==> src/logic/dua_pkg.sv <==
package dua_pkg;

	// --------------------------------------------------------------
	// register map (byte addresses)
	// --------------------------------------------------------------
	localparam logic [7:0] CH_STRIDE = 8'h10;
	localparam logic [3:0] CH_CTRL = 4'h0;
	localparam logic [3:0] CH_CLKSEL = 4'h4;
	localparam logic [3:0] CH_STATUS = 4'h8;
	localparam logic [3:0] CH_DATA = 4'hc;
	localparam logic [7:0] OUT_PORT = 8'h20;
	localparam logic [7:0] IRQ_STATUS = 8'h24;
	localparam logic [7:0] IRQ_MASK = 8'h28;
	localparam logic [7:0] IRQ_LEVEL = 8'h2c;
	localparam logic [7:0] IRQ_VECTOR = 8'h30;

	// --------------------------------------------------------------
	// channel control fields
	// --------------------------------------------------------------
	localparam int CTL_TX_EN = 0;
	localparam int CTL_RX_EN = 1;
	localparam int CTL_LOOP = 2;
	localparam int CTL_CTS_EN = 3;
	localparam int CTL_RTS_FN = 4;
	localparam int CTL_RTS_MODE = 5;
	localparam int CTL_TXRDY_FN = 7;
	localparam logic [1:0] RTS_MANUAL = 2'h0;
	localparam logic [1:0] RTS_RX_AUTO = 2'h1;
	localparam logic [1:0] RTS_TX_AUTO = 2'h2;

	// --------------------------------------------------------------
	// clock select fields
	// --------------------------------------------------------------
	localparam int CS_RATE_LSB = 0;
	localparam int CS_SRC_LSB = 5;
	localparam logic [1:0] SRC_GEN = 2'h0;
	localparam logic [1:0] SRC_EXT16 = 2'h1;
	localparam logic [1:0] SRC_EXT1 = 2'h2;

	// --------------------------------------------------------------
	// status fields
	// --------------------------------------------------------------
	localparam int ST_RX_READY = 0;
	localparam int ST_RX_FULL = 1;
	localparam int ST_TX_READY = 2;
	localparam int ST_TX_EMPTY = 3;
	localparam int ST_FRAME_ERR = 4;
	localparam int IS_TXRDY_A = 0;
	localparam int IS_RXRDY_A = 1;
	localparam int IS_TXRDY_B = 4;
	localparam int IS_RXRDY_B = 5;
	localparam int IS_OSC_SETTLE = 7;

	// --------------------------------------------------------------
	// output port bits
	// --------------------------------------------------------------
	localparam int OP_RTS_A = 0;
	localparam int OP_RTS_B = 1;
	localparam int OP_TXRDY_A = 6;

	// --------------------------------------------------------------
	// reset values and counts
	// --------------------------------------------------------------
	localparam logic [7:0] CTRL_RESET = 8'h00;
	localparam logic [7:0] CLKSEL_RESET = 8'h00;
	localparam logic [7:0] OUT_PORT_RESET = 8'h00;
	localparam logic [7:0] VECTOR_RESET = 8'h0f;
	localparam logic [3:0] OVERSAMPLE_LAST = 4'hf;
	localparam logic [3:0] START_CHECK = 4'h7;
	localparam logic [3:0] TX_LAST_BIT = 4'h9;
	localparam logic [2:0] RX_LAST_BIT = 3'h7;
	localparam int OSC_FREQ_HZ = 3686400;
	localparam int SETTLE_EDGES = 1024;
	localparam int NUM_RATES = 19;

	// osc ticks per 16x period, 50 .. 76.8k baud
	localparam logic [12:0] BAUD_DIV [NUM_RATES] = '{
		13'h1200, 13'h0c00, 13'h082f, 13'h06b1, 13'h0600, 13'h0480,
		13'h0300, 13'h0180, 13'h00db, 13'h00c0, 13'h0080, 13'h0073,
		13'h0060, 13'h0030, 13'h0020, 13'h0018, 13'h000c, 13'h0006,
		13'h0003};

	typedef enum logic [1:0] {
		TX_IDLE = 2'b00,
		TX_SHIFT = 2'b01
	} dua_tx_state_t;

	typedef enum logic [1:0] {
		RX_IDLE = 2'b00,
		RX_START = 2'b01,
		RX_DATA = 2'b11,
		RX_STOP = 2'b10
	} dua_rx_state_t;

endpackage

==> src/logic/dua_clk_if.sv <==
`timescale 1ns/100ps
interface dua_clk_if;
	logic [1:0][4:0] rate_sel;
	logic [1:0] rate_rise;
	logic [1:0] rate_fall;
	logic osc_tick;
	logic ext_rise;
	logic ext_fall;

	modport gen (input rate_sel, output rate_rise, output rate_fall,
		output osc_tick);
	modport ext (output ext_rise, output ext_fall);
	modport user (output rate_sel, input rate_rise, input rate_fall,
		input osc_tick, input ext_rise, input ext_fall);
endinterface

==> src/logic/dua_serial.sv <==
// The address map and the address-and-strobe port were chosen for this implementation.
`timescale 1ns/100ps
// Summary of operation
// - baud generator offers nineteen rates from 50 to 76.8k baud
// - generator produces a 16x clock for the chosen rate
// - external clock bypasses generator: 1x synchronous, 16x asynchronous
// - per-channel clock select picks generator or external clock
// - external clock: receive samples on rise, transmit changes on fall
// - transmit line stays mark when disabled, idle or in loopback
// - transmitter shifts on falling clock edge, least significant bit first
// - receiver samples on rising edge, assembles least significant first
// - request-to-send pins may follow output port bits 0 and 1
// - request-to-send may be driven automatically by receiver or transmitter
// - clear-to-send inputs are asserted low
// - ready pin of channel A is inverse of its status bit 2
// - ready pin of channel A may follow output port bit 6
// - ready pin ignores the interrupt mask
// - interrupt status shows active conditions; mask gates requests
// - interrupt request may be raised on any of seven levels
// - vector register reachable in supervisor mode only
// - with clear-to-send enabled, characters start only while it is asserted
// - two independent full-duplex channels, each with its own rate; both share the one external clock pin
module dua_serial
	import dua_pkg::*;
#(
	parameter int SETTLE_COUNT = SETTLE_EDGES
) (
	// clock and reset
	input wire logic clock_in,
	input wire logic resetn_in,
	// register port
	input wire logic [7:0] addr_in,
	input wire logic [7:0] wdata_in,
	input wire logic wr_in,
	input wire logic rd_in,
	input wire logic supervisor_in,
	output logic [7:0] rdata_out,
	output logic access_error_out,
	// clock pins
	input wire logic osc_in,
	output logic osc_out,
	input wire logic sclk_in,
	// serial lines
	input wire logic rx_line_a_in,
	input wire logic rx_line_b_in,
	output logic tx_line_a_out,
	output logic tx_line_b_out,
	// flow control
	input wire logic clear_send_a_n_in,
	input wire logic clear_send_b_n_in,
	output logic req_send_a_n_out,
	output logic req_send_b_n_out,
	output logic tx_ready_a_n_out,
	// interrupt request
	output logic [6:0] irq_levels_out,
	output logic [7:0] irq_vector_out
);

	// --------------------------------------------------------------
	// clock sources
	// --------------------------------------------------------------
	dua_clk_if clk_if ();

	dua_baud_gen u_baud (
		.clock_in(clock_in),
		.resetn_in(resetn_in),
		.osc_in(osc_in),
		.clk_if(clk_if.gen)
	);

	dua_ext_clk u_ext (
		.clock_in(clock_in),
		.resetn_in(resetn_in),
		.sclk_in(sclk_in),
		.clk_if(clk_if.ext)
	);

	// crystal feedback; inverter stage toward the crystal
	always_ff @(posedge clock_in) begin
		if (!resetn_in) begin
			osc_out <= 1'b1;
		end else begin
			osc_out <= ~osc_in;
		end
	end

	// --------------------------------------------------------------
	// oscillator settling
	// --------------------------------------------------------------
	logic [15:0] settle_cnt;
	logic settling;

	always_ff @(posedge clock_in) begin
		if (!resetn_in) begin
			settle_cnt <= '0;
		end else if (clk_if.osc_tick && settling) begin
			settle_cnt <= settle_cnt + 16'h0001;
		end
	end

	assign settling = settle_cnt < 16'(SETTLE_COUNT);

	// --------------------------------------------------------------
	// bus decode
	// --------------------------------------------------------------
	logic chan_sel;
	logic ch_idx;
	logic [3:0] ch_off;
	logic vec_hit;
	logic vec_denied;

	assign chan_sel = addr_in < OUT_PORT;
	assign ch_idx = addr_in[4];
	assign ch_off = addr_in[3:0];
	assign vec_hit = addr_in == IRQ_VECTOR;
	assign vec_denied = vec_hit && !supervisor_in;

	// --------------------------------------------------------------
	// global registers
	// --------------------------------------------------------------
	logic [7:0] output_port_reg;
	logic [7:0] irq_mask_reg;
	logic [2:0] irq_level;
	logic [7:0] irq_vector;
	logic [7:0] irq_status_reg;

	always_ff @(posedge clock_in) begin
		if (!resetn_in) begin
			output_port_reg <= OUT_PORT_RESET;
			irq_mask_reg <= '0;
			irq_level <= '0;
			irq_vector <= VECTOR_RESET;
		end else if (wr_in) begin
			unique case (addr_in)
				OUT_PORT: output_port_reg <= wdata_in;
				IRQ_MASK: irq_mask_reg <= wdata_in;
				IRQ_LEVEL: irq_level <= wdata_in[2:0];
				IRQ_VECTOR: if (supervisor_in) irq_vector <= wdata_in;
				default: ;
			endcase
		end
	end

	// --------------------------------------------------------------
	// channels
	// --------------------------------------------------------------
	logic [7:0] ctrl [2];
	logic [7:0] clksel [2];
	logic [7:0] status [2];
	logic [7:0] rx_data [2];
	logic [1:0] tx_line;
	logic [1:0] rts_assert;
	logic [1:0] cts_n;
	logic [1:0] rx_pin;

	assign cts_n = {clear_send_b_n_in, clear_send_a_n_in};
	assign rx_pin = {rx_line_b_in, rx_line_a_in};

	genvar ch;
	generate
		for (ch = 0; ch < 2; ch++) begin : g_ch
			logic [7:0] pend;
			logic pend_valid;
			logic [1:0] src;
			logic x1;
			logic tx_tick;
			logic rx_tick;
			logic wr_ch;
			logic rd_data;
			dua_tx_state_t tx_state;
			logic [7:0] hold;
			logic hold_full;
			logic [9:0] tx_sh;
			logic [3:0] tx_bit;
			logic [3:0] tx_sub;
			logic tx_bit_end;
			logic tx_start;
			logic tx_serial;
			dua_rx_state_t rx_state;
			logic [7:0] rx_sh;
			logic [2:0] rx_bit;
			logic [3:0] rx_sub;
			logic rx_in;
			logic rx_sample;
			logic rx_done;
			logic rx_ready;
			logic frame_err;

			assign wr_ch = wr_in && chan_sel && ch_idx == 1'(ch);
			assign rd_data = rd_in && chan_sel && ch_idx == 1'(ch) &&
				ch_off == CH_DATA;

			// control and clock select
			always_ff @(posedge clock_in) begin
				if (!resetn_in) begin
					ctrl[ch] <= CTRL_RESET;
				end else if (wr_ch && ch_off == CH_CTRL) begin
					ctrl[ch] <= wdata_in;
				end
			end

			// writes wait until the reference is stable
			always_ff @(posedge clock_in) begin
				if (!resetn_in) begin
					clksel[ch] <= CLKSEL_RESET;
					pend <= CLKSEL_RESET;
					pend_valid <= 1'b0;
				end else if (wr_ch && ch_off == CH_CLKSEL) begin
					pend <= wdata_in;
					pend_valid <= 1'b1;
				end else if (pend_valid && !settling) begin
					clksel[ch] <= pend;
					pend_valid <= 1'b0;
				end
			end

			assign clk_if.rate_sel[ch] = clksel[ch][CS_RATE_LSB +: 5];
			assign src = clksel[ch][CS_SRC_LSB +: 2];
			assign x1 = src == SRC_EXT1;
			assign tx_tick = (src == SRC_GEN) ? clk_if.rate_fall[ch] :
				clk_if.ext_fall;
			assign rx_tick = (src == SRC_GEN) ? clk_if.rate_rise[ch] :
				clk_if.ext_rise;

			// transmitter
			assign tx_bit_end = x1 || tx_sub == OVERSAMPLE_LAST;
			assign tx_start = tx_state == TX_IDLE && tx_tick &&
				ctrl[ch][CTL_TX_EN] && hold_full &&
				(!ctrl[ch][CTL_CTS_EN] || !cts_n[ch]);

			always_ff @(posedge clock_in) begin
				if (!resetn_in) begin
					hold <= '0;
					hold_full <= 1'b0;
				end else if (wr_ch && ch_off == CH_DATA) begin
					hold <= wdata_in;
					hold_full <= 1'b1;
				end else if (tx_start) begin
					hold_full <= 1'b0;
				end
			end

			always_ff @(posedge clock_in) begin
				if (!resetn_in) begin
					tx_state <= TX_IDLE;
					tx_sh <= '1;
					tx_bit <= '0;
					tx_sub <= '0;
				end else if (tx_start) begin
					tx_state <= TX_SHIFT;
					tx_sh <= {1'b1, hold, 1'b0};
					tx_bit <= '0;
					tx_sub <= '0;
				end else if (tx_state == TX_SHIFT && tx_tick) begin
					if (!tx_bit_end) begin
						tx_sub <= tx_sub + 4'h1;
					end else if (tx_bit == TX_LAST_BIT) begin
						tx_state <= TX_IDLE;
						tx_sh <= '1;
					end else begin
						tx_sub <= '0;
						tx_bit <= tx_bit + 4'h1;
						tx_sh <= {1'b1, tx_sh[9:1]};
					end
				end
			end

			assign tx_serial = (tx_state == TX_SHIFT) ? tx_sh[0] : 1'b1;

			// mark on the pin while idle, disabled or looped back
			always_ff @(posedge clock_in) begin
				if (!resetn_in) begin
					tx_line[ch] <= 1'b1;
				end else begin
					tx_line[ch] <= ctrl[ch][CTL_LOOP] | tx_serial;
				end
			end

			// receiver
			assign rx_in = ctrl[ch][CTL_LOOP] ? tx_serial : rx_pin[ch];
			assign rx_sample = rx_tick && (x1 || rx_sub == OVERSAMPLE_LAST);
			assign rx_done = rx_state == RX_STOP && rx_sample;

			always_ff @(posedge clock_in) begin
				if (!resetn_in) begin
					rx_state <= RX_IDLE;
					rx_sh <= '0;
					rx_bit <= '0;
					rx_sub <= '0;
				end else if (!ctrl[ch][CTL_RX_EN]) begin
					rx_state <= RX_IDLE;
				end else if (rx_tick) begin
					rx_sub <= rx_sub + 4'h1;
					unique case (rx_state)
						RX_IDLE: if (!rx_in) begin
							rx_sub <= '0;
							rx_bit <= '0;
							rx_state <= x1 ? RX_DATA : RX_START;
						end
						RX_START: if (rx_sub == START_CHECK) begin
							// half a bit in: a high line was a glitch
							rx_sub <= '0;
							rx_state <= rx_in ? RX_IDLE : RX_DATA;
						end
						RX_DATA: if (x1 || rx_sub == OVERSAMPLE_LAST) begin
							rx_sub <= '0;
							rx_sh <= {rx_in, rx_sh[7:1]};
							rx_bit <= rx_bit + 3'h1;
							if (rx_bit == RX_LAST_BIT) begin
								rx_state <= RX_STOP;
							end
						end
						RX_STOP: if (rx_sample) begin
							rx_state <= RX_IDLE;
						end
					endcase
				end
			end

			// a new character wins over a read in the same cycle
			always_ff @(posedge clock_in) begin
				if (!resetn_in) begin
					rx_data[ch] <= '0;
					rx_ready <= 1'b0;
					frame_err <= 1'b0;
				end else if (rx_done) begin
					rx_data[ch] <= rx_sh;
					rx_ready <= 1'b1;
					frame_err <= ~rx_in;
				end else if (rd_data) begin
					rx_ready <= 1'b0;
				end
			end

			always_comb begin
				status[ch] = '0;
				status[ch][ST_RX_READY] = rx_ready;
				status[ch][ST_RX_FULL] = rx_ready;
				status[ch][ST_TX_READY] = ctrl[ch][CTL_TX_EN] & ~hold_full;
				status[ch][ST_TX_EMPTY] = ctrl[ch][CTL_TX_EN] & ~hold_full &
					(tx_state == TX_IDLE);
				status[ch][ST_FRAME_ERR] = frame_err;
			end

			// automatic flow control
			always_comb begin
				unique case (ctrl[ch][CTL_RTS_MODE +: 2])
					RTS_RX_AUTO: rts_assert[ch] = ~rx_ready;
					RTS_TX_AUTO: rts_assert[ch] = hold_full |
						(tx_state == TX_SHIFT);
					default: rts_assert[ch] = output_port_reg[ch];
				endcase
			end
		end
	endgenerate

	assign tx_line_a_out = tx_line[0];
	assign tx_line_b_out = tx_line[1];

	// --------------------------------------------------------------
	// flow-control and ready pins
	// --------------------------------------------------------------
	always_ff @(posedge clock_in) begin
		if (!resetn_in) begin
			req_send_a_n_out <= 1'b1;
			req_send_b_n_out <= 1'b1;
			tx_ready_a_n_out <= 1'b1;
		end else begin
			req_send_a_n_out <= ctrl[0][CTL_RTS_FN] ? ~rts_assert[0] :
				output_port_reg[OP_RTS_A];
			req_send_b_n_out <= ctrl[1][CTL_RTS_FN] ? ~rts_assert[1] :
				output_port_reg[OP_RTS_B];
			// no mask term here: the pin is never gated
			tx_ready_a_n_out <= ctrl[0][CTL_TXRDY_FN] ?
				~status[0][ST_TX_READY] :
				output_port_reg[OP_TXRDY_A];
		end
	end

	// --------------------------------------------------------------
	// interrupt request
	// --------------------------------------------------------------
	always_comb begin
		irq_status_reg = '0;
		irq_status_reg[IS_TXRDY_A] = status[0][ST_TX_READY];
		irq_status_reg[IS_RXRDY_A] = status[0][ST_RX_READY];
		irq_status_reg[IS_TXRDY_B] = status[1][ST_TX_READY];
		irq_status_reg[IS_RXRDY_B] = status[1][ST_RX_READY];
		irq_status_reg[IS_OSC_SETTLE] = settling;
	end

	always_ff @(posedge clock_in) begin
		if (!resetn_in) begin
			irq_levels_out <= '0;
			irq_vector_out <= VECTOR_RESET;
		end else begin
			for (int i = 0; i < 7; i++) begin
				irq_levels_out[i] <= |(irq_status_reg & irq_mask_reg) &&
					irq_level == 3'(i + 1);
			end
			irq_vector_out <= irq_vector;
		end
	end

	// --------------------------------------------------------------
	// read data
	// --------------------------------------------------------------
	always_ff @(posedge clock_in) begin
		if (!resetn_in) begin
			rdata_out <= '0;
			access_error_out <= 1'b0;
		end else begin
			access_error_out <= (rd_in || wr_in) && vec_denied;
			rdata_out <= '0;
			if (rd_in && chan_sel) begin
				unique case (ch_off)
					CH_CTRL: rdata_out <= ctrl[ch_idx];
					CH_CLKSEL: rdata_out <= clksel[ch_idx];
					CH_STATUS: rdata_out <= status[ch_idx];
					CH_DATA: rdata_out <= rx_data[ch_idx];
					default: ;
				endcase
			end else if (rd_in) begin
				unique case (addr_in)
					OUT_PORT: rdata_out <= output_port_reg;
					IRQ_STATUS: rdata_out <= irq_status_reg;
					IRQ_MASK: rdata_out <= irq_mask_reg;
					IRQ_LEVEL: rdata_out <= {5'h00, irq_level};
					IRQ_VECTOR: if (supervisor_in) rdata_out <= irq_vector;
					default: ;
				endcase
			end
		end
	end

endmodule

==> src/logic/dua_baud_gen.sv <==
`timescale 1ns/100ps
module dua_baud_gen
	import dua_pkg::*;
(
	// clock and reset
	input wire logic clock_in,
	input wire logic resetn_in,
	// reference oscillator
	input wire logic osc_in,
	// tick carrier
	dua_clk_if.gen clk_if
);

	logic osc_prev;

	always_ff @(posedge clock_in) begin
		if (!resetn_in) begin
			osc_prev <= 1'b0;
		end else begin
			osc_prev <= osc_in;
		end
	end

	assign clk_if.osc_tick = osc_in & ~osc_prev;

	genvar ch;
	generate
		for (ch = 0; ch < 2; ch++) begin : g_div
			logic [12:0] cnt;
			logic [12:0] div;
			logic [4:0] idx;

			assign idx = clk_if.rate_sel[ch];
			// out-of-range index falls back to the fastest rate
			assign div = (idx < 5'(NUM_RATES)) ? BAUD_DIV[idx] :
				BAUD_DIV[NUM_RATES - 1];

			always_ff @(posedge clock_in) begin
				if (!resetn_in) begin
					cnt <= '0;
				end else if (clk_if.osc_tick) begin
					cnt <= (cnt >= div - 13'h0001) ? '0 : cnt + 13'h0001;
				end
			end

			// 16x clock: rise at wrap, fall at half period
			assign clk_if.rate_rise[ch] = clk_if.osc_tick &&
				cnt >= div - 13'h0001;
			assign clk_if.rate_fall[ch] = clk_if.osc_tick &&
				cnt == {1'b0, div[12:1]};
		end
	endgenerate

endmodule

==> src/logic/dua_ext_clk.sv <==
`timescale 1ns/100ps
module dua_ext_clk (
	// clock and reset
	input wire logic clock_in,
	input wire logic resetn_in,
	// external serial clock pin
	input wire logic sclk_in,
	// tick carrier
	dua_clk_if.ext clk_if
);

	logic sclk_prev;

	always_ff @(posedge clock_in) begin
		if (!resetn_in) begin
			sclk_prev <= 1'b1;
		end else begin
			sclk_prev <= sclk_in;
		end
	end

	assign clk_if.ext_rise = sclk_in & ~sclk_prev;
	assign clk_if.ext_fall = ~sclk_in & sclk_prev;

endmodule

==> config.mk <==
export PLATFORM = sky130hd
export DESIGN_NAME = dua_serial
export DESIGN_NICKNAME = d
export VERILOG_FILES = /design/src/logic/dua_pkg.sv /design/src/logic/dua_clk_if.sv /design/src/logic/dua_serial.sv /design/src/logic/dua_baud_gen.sv /design/src/logic/dua_ext_clk.sv
export SDC_FILE = /design/constraint.sdc
export NUM_CORES = 1
export LEC_CHECK = 0
export BUFFER_PORTS_ARGS = -buffer_cell sky130_fd_sc_hd__buf_2
export CAP_MARGIN = 40
export CORE_MARGIN = 5
export CORE_UTILIZATION = 26
export CTS_CLUSTER_DIAMETER = 80
export DETAILED_ROUTE_END_ITERATION = 10
export GPL_ROUTABILITY_DRIVEN = 0
export HOLD_SLACK_MARGIN = 0.15
export PLACE_DENSITY = 0.41
export SLEW_MARGIN = 15
export SYNTH_ARGS = -nofsm -noshare
export SYNTH_HDL_FRONTEND = slang
export SYNTH_SLANG_ARGS = --single-unit
==> constraint.sdc <==
create_clock -name clock_in -period 7.3 [get_ports clock_in]
set_input_delay 1.095 -clock clock_in [delete_from_list [all_inputs] [get_ports clock_in]]
set_output_delay 1.095 -clock clock_in [all_outputs]
set_load 0.01 [all_outputs]
Word-level counts from Yosys, hierarchy flattened
Memories as Yosys holds them, arrays and structs flattened.
Cells that the tools add are included.
{"block": "classes", "muxes": 118, "eq_ne": 51, "n_reduce_logical": 105, "order_cmp": 9, "n_bitwise": 38, "add_sub_neg": 13}
{"op": "$mux 13", "n": 8}
{"op": "$mux 8", "n": 11}
{"op": "$mux 9", "n": 8}
{"op": "$mux 1", "n": 52}
{"op": "$logic_and 1x1->1", "n": 44}
{"op": "$eq 8x6->1 const B", "n": 5}
{"op": "$mux 4", "n": 10}
{"op": "$pmux 8 s5", "n": 1}
{"op": "$eq 4x4->1 const B", "n": 8}
{"op": "$pmux 8 s4", "n": 1}
{"op": "$mux 2", "n": 14}
{"op": "$reduce_bool 2->1", "n": 14}
{"op": "$add 13x1->13 const B", "n": 2}
{"op": "$eq 13x12->1", "n": 2}
{"op": "$ge 13x13->1", "n": 2}
{"op": "$reduce_and 2->1", "n": 13}
{"op": "$sub 13x1->13 const B", "n": 2}
{"op": "$add 4x1->4 const B", "n": 6}
{"op": "$ne 2x2->1 const B", "n": 12}
{"op": "$pmux 4 s3", "n": 2}
{"op": "$eq 3x3->1 const B", "n": 6}
{"op": "$not 1->1", "n": 17}
{"op": "$add 16x1->16 const B", "n": 1}
{"op": "$eq 2x2->1 const B", "n": 8}
{"op": "30 further kinds", "n": 85}
{"block": "word_totals", "input_bits": 27, "register_bits": 213, "rom_bits": 832, "wordCells": 388, "mem_bits_rw": 48, "out_inout_bits": 30, "n_memories": 5}
{"memory": "(no name shown)", "words": 32, "width": 13, "rd": 1, "rd_clocked_by_memory_dff": 0, "wr": 0, "line_no": "dua_baud_gen.sv:35", "source": "assign div = (idx < 5'(NUM_RATES)) ? BAUD_DIV[idx] :"}
{"memory": "(no name shown)", "words": 32, "width": 13, "rd": 1, "rd_clocked_by_memory_dff": 0, "wr": 0, "line_no": "dua_baud_gen.sv:35"}
{"memory": "clksel", "words": 2, "width": 8, "rd": 3, "rd_clocked_by_memory_dff": 0, "wr": 2, "line_no": "dua_serial.sv:148", "source": "logic [7:0] clksel [2];"}
{"memory": "ctrl", "words": 2, "width": 8, "rd": 3, "rd_clocked_by_memory_dff": 0, "wr": 2, "line_no": "dua_serial.sv:147", "source": "logic [7:0] ctrl [2];"}
{"memory": "rx_data", "words": 2, "width": 8, "rd": 1, "rd_clocked_by_memory_dff": 0, "wr": 2, "line_no": "dua_serial.sv:150", "source": "logic [7:0] rx_data [2];"}

Logic depth before layout (Yosys ltp)
An unclocked memory read counts as a cell.
{"block": "depth", "depth_word": 16, "mapped_depth": 23, "depth_no_buf": 20}

Modules after synthesis
A second synthesis with hierarchy kept.
{"block": "unflattened", "cells_unflattened": 1519, "hier_area_um2": 13678.1}
{"module": "dua_serial", "n_inst": 1, "cells_per_inst": 1081, "area_each_um2": 10202.3, "seq_area_each_um2": 5104.9}
{"module": "dua_baud_gen", "n_inst": 1, "cells_per_inst": 434, "area_each_um2": 3437.0, "seq_area_each_um2": 540.5}
{"module": "dua_ext_clk", "n_inst": 1, "cells_per_inst": 4, "area_each_um2": 38.8, "seq_area_each_um2": 20.0}

Least setup slack after synthesis
OpenSTA, ideal clock, no wires.
{"block": "synth_path", "path_kind": "flip-flop to flip-flop", "start": "mem clksel[0][1]", "end": "reg g_ch[0].rx_sh[0]", "n_path_buf": 3, "required_ps": 7227, "path_stages_with_launch": 24, "t_arrival_ps": 4884, "synth_period_minus_slack_ps": 4957, "slack_ps": 2343, "setup_time_ps": 73, "cell_sequence": "edfxtp_1 -> buf_2 -> clkbuf_1 -> inv_1 -> ha_1 -> nand2b_1 -> a21oi_1 -> o21ai_0 -> ha_1 -> nand4_1 -> nor4_1 -> and2_1 -> a31oi_1 -> o221ai_1 -> ha_1 -> a21o_1 -> a21o_1 -> a21oi_1 -> o22ai_1 -> a21oi_1 -> a21boi_1 -> or3_1 -> clkbuf_1 -> mux2i_1"}
{"element": "start: declaration", "line_no": "dua_serial.sv:148"}
{"element": "end signal: assignment", "line_no": "dua_serial.sv:307", "source": "rx_sh <= {rx_in, rx_sh[7:1]};"}
{"element": "end: declaration", "line_no": "dua_serial.sv:180", "source": "logic [7:0] rx_sh;"}

==> flow_summary.ini <==
[detailed_routing]
antenna_left = 0
vias = 11428
dr.pass1.iters = 7
drt_iter0_markers = 821
drc = 0
routed_via_density = 4.92
dr.max_layer_used = met4
avgRoutedWirePerCell_um = 17.8
routed_wirelength_mm = 41.5
wl_met3_mm = 1.80
wl_met2_mm = 18.2
drt-met1-wl_mm = 20.3

[timing]
fmax_mhz = 173
setup_viol = 0
worst_slack_ns = 1.53
final_hold_viol_count = 0
grt_setup_unrepaired = false
tightest_slew_ns = 0.886
drv_slew = 0
tns_ns = 0
min_period_over_period = 0.790
final.min_clock_period_ns = 5.77
clock_skew_ns = 0.0513
max-slew-margin-rel = 0.405

[global_route]
grt_pass1_vias = 11068
overflow = 0
antenna_found_initial = 2
grt_pass1_wl_mm = 64.7
grt.total_usage = 0.140
grt_max_degree = 64

[clock_network]
numClockSinks = 259
holdBufCountCts = 0
cts_tree = yes
htree_levels = 1
cts_resized = 0
cts_inserted_buffers = 30
clock_latency_ns = 0.61
clkTransAtPathRegs_ns = 0.07
post_cts_buffers = 0
clockBufferDepth = 3
root_buffer = clkbuf_16

[finish]
synthToLayoutAreaGrowth_pct = 14.2
largest_reg_flops = 26
final_cell_mix = nand2_1, dfxtp_1, nor2_1
largest_register = u_baud.g_div.cnt
fin_nets = 1694
drive_above_1_share = 0.0966
antenna_cells_inserted = 0
reg_top3 = u_baud.g_div.cnt x26, g_ch.tx_sh x18
fillers = 5641
seq_area_um2 = 5670
multi_input_area_um2 = 7430
final_common_cell = nand2_1

[floorplanning]
ios = 57
die_h_um = 239
die_w_um = 239
start_util = 0.261
die_area_um2 = 57300
core_um2 = 52300
rows = 84

[placement]
place_hpwl_mm = 29.4
io_buffers = 56
pre_cts_ws_ns = 1.55

[worst_hold_path]
hp-class = flop to flop

[worst_setup_path]
crit_arrival_ns = 6.06
end_kind = flop
crit_fanout = 21
required_ns = 7.59
start_kind = flop
worstSetupPathType = flop to flop

[synth]
ys_ff_latch = 259
syn_area_um2 = 13700
yosys_warnings = 0
async_reset_ff_frac = 0
synth_edf_count = 48
synth_cell_types = 89
synthesis.nets = 1675
ys.flop_type = dfxtp_1
yosysSeqAreaShare = 0.414
avgSynthCellArea_um2 = 8.58
postSynthCellCount = 1593

[power_and_ir_drop]
ir_worst_vdd_mv = 0.222
p_leak_nw = 5.81
power_density_nw_per_um2 = 214

[run_status]
status = finished clean

[run]
cap_viol_max_count = 0
## through the flow
step           total power [mW]  instance area [um2]   util  hold WS, ns  cells
2_1_floorplan              1.71                13700      -        0.427   1593
3_3_place_gp               1.80                14500  0.277        0.436   2259
3_5_place_dp               1.80                14600  0.278        0.440   2267
4_1_cts                    3.39                15600  0.298        0.452   2323
5_1_grt                    3.48                15600  0.298        0.467   2324
6_report                   3.34                15600  0.298        0.449   2324
## cell families (layout without fill, tap and decap cells)
| logic type | Yosys count | count (layout) | share of synthesized area |
|---|---|---|---|
| buffers and inverters | 135 | 178 | 0.0424 |
| AO/OA/AOI/OAI | 356 | 356 | 0.169 |
| AND/OR/NAND/NOR | 672 | 672 | 0.244 |
| adder cells (fa/ha/maj) | 55 | 55 | 0.0503 |
| XOR/XNOR | 58 | 58 | 0.0372 |
| multiplexers | 58 | 58 | 0.0427 |
| flip-flops | 259 | 259 | 0.414 |
## worst paths after layout
path / start / end / slack (ns) / cells after the start
worst min-delay path: g_ch[1].pend[4] / g_ch[1].pend[4] / 0.45 / 2
worst max register to register: clksel[0][1] / rx_data[0][2] / 1.53 / 20
worst min register to register: g_ch[1].pend[4] / g_ch[1].pend[4] / 0.45 / 2
worst max-delay path: clksel[0][1] / rx_data[0][2] / 1.53 / 20
## layout make-up
class	count	area share
clock inverter	11	0.00889
inverter	46	0.0111
tap	688	0.0551
timing repair buffer	76	0.0287
sequential	259	0.363
clock buffer	45	0.0576
multi-input combinational	1199	0.476
## cells in the mapped netlist (22+ instances only)
cell type / instances / area share
nand2_1: 212 / 0.058
dfxtp_1: 211 / 0.31
nor2_1: 129 / 0.035
a21oi_1: 110 / 0.040
nand3_1: 72 / 0.026
o21ai_0: 70 / 0.026
clkbuf_1: 59 / 0.016
and2_1: 58 / 0.027
mux2i_1: 56 / 0.041
ha_1: 55 / 0.050
edfxtp_1: 48 / 0.11
inv_1: 45 / 0.012
xnor2_1: 36 / 0.023
nand2b_1: 33 / 0.015
nor3_1: 26 / 0.0095
nor2b_1: 24 / 0.011
xor2_1: 22 / 0.014
## per-layer routing
layer  global-route usage  up-vias
li1                     -     5725
met1                0.201     5411
met2                0.221      224
met3               0.0223       68
met4               0.0360        0
met5                    0        -
## power breakdown
part	switching, mW	total, mW	leakage (nW)	internal (mW)
registers	0.0282	1.50	2.17	1.47
logic	0.175	0.267	3.13	0.0916
clock network	0.650	1.58	0.512	0.926
total	0.853	3.34	5.81	2.49
## worst max-delay path, stage by stage (launching register included)
cell      delay [ns]
edfxtp_1        0.78
inv_1           0.18
ha_1            0.48
nand2b_1        0.17
a21oi_1         0.10
o21ai_0         0.25
ha_1            0.22
nand4_1         0.17
nor4_1          0.41
and2_1          0.26
a31oi_1         0.10
o221ai_1        0.20
ha_1            0.27
a21o_1          0.18
a21o_1          0.17
a21oi_1         0.18
o22ai_1         0.11
a21oi_1         0.15
a21boi_1        0.57
or3_1           0.30
nand2_1         0.23
No activity file was read; power rests on OpenSTA's default activity.
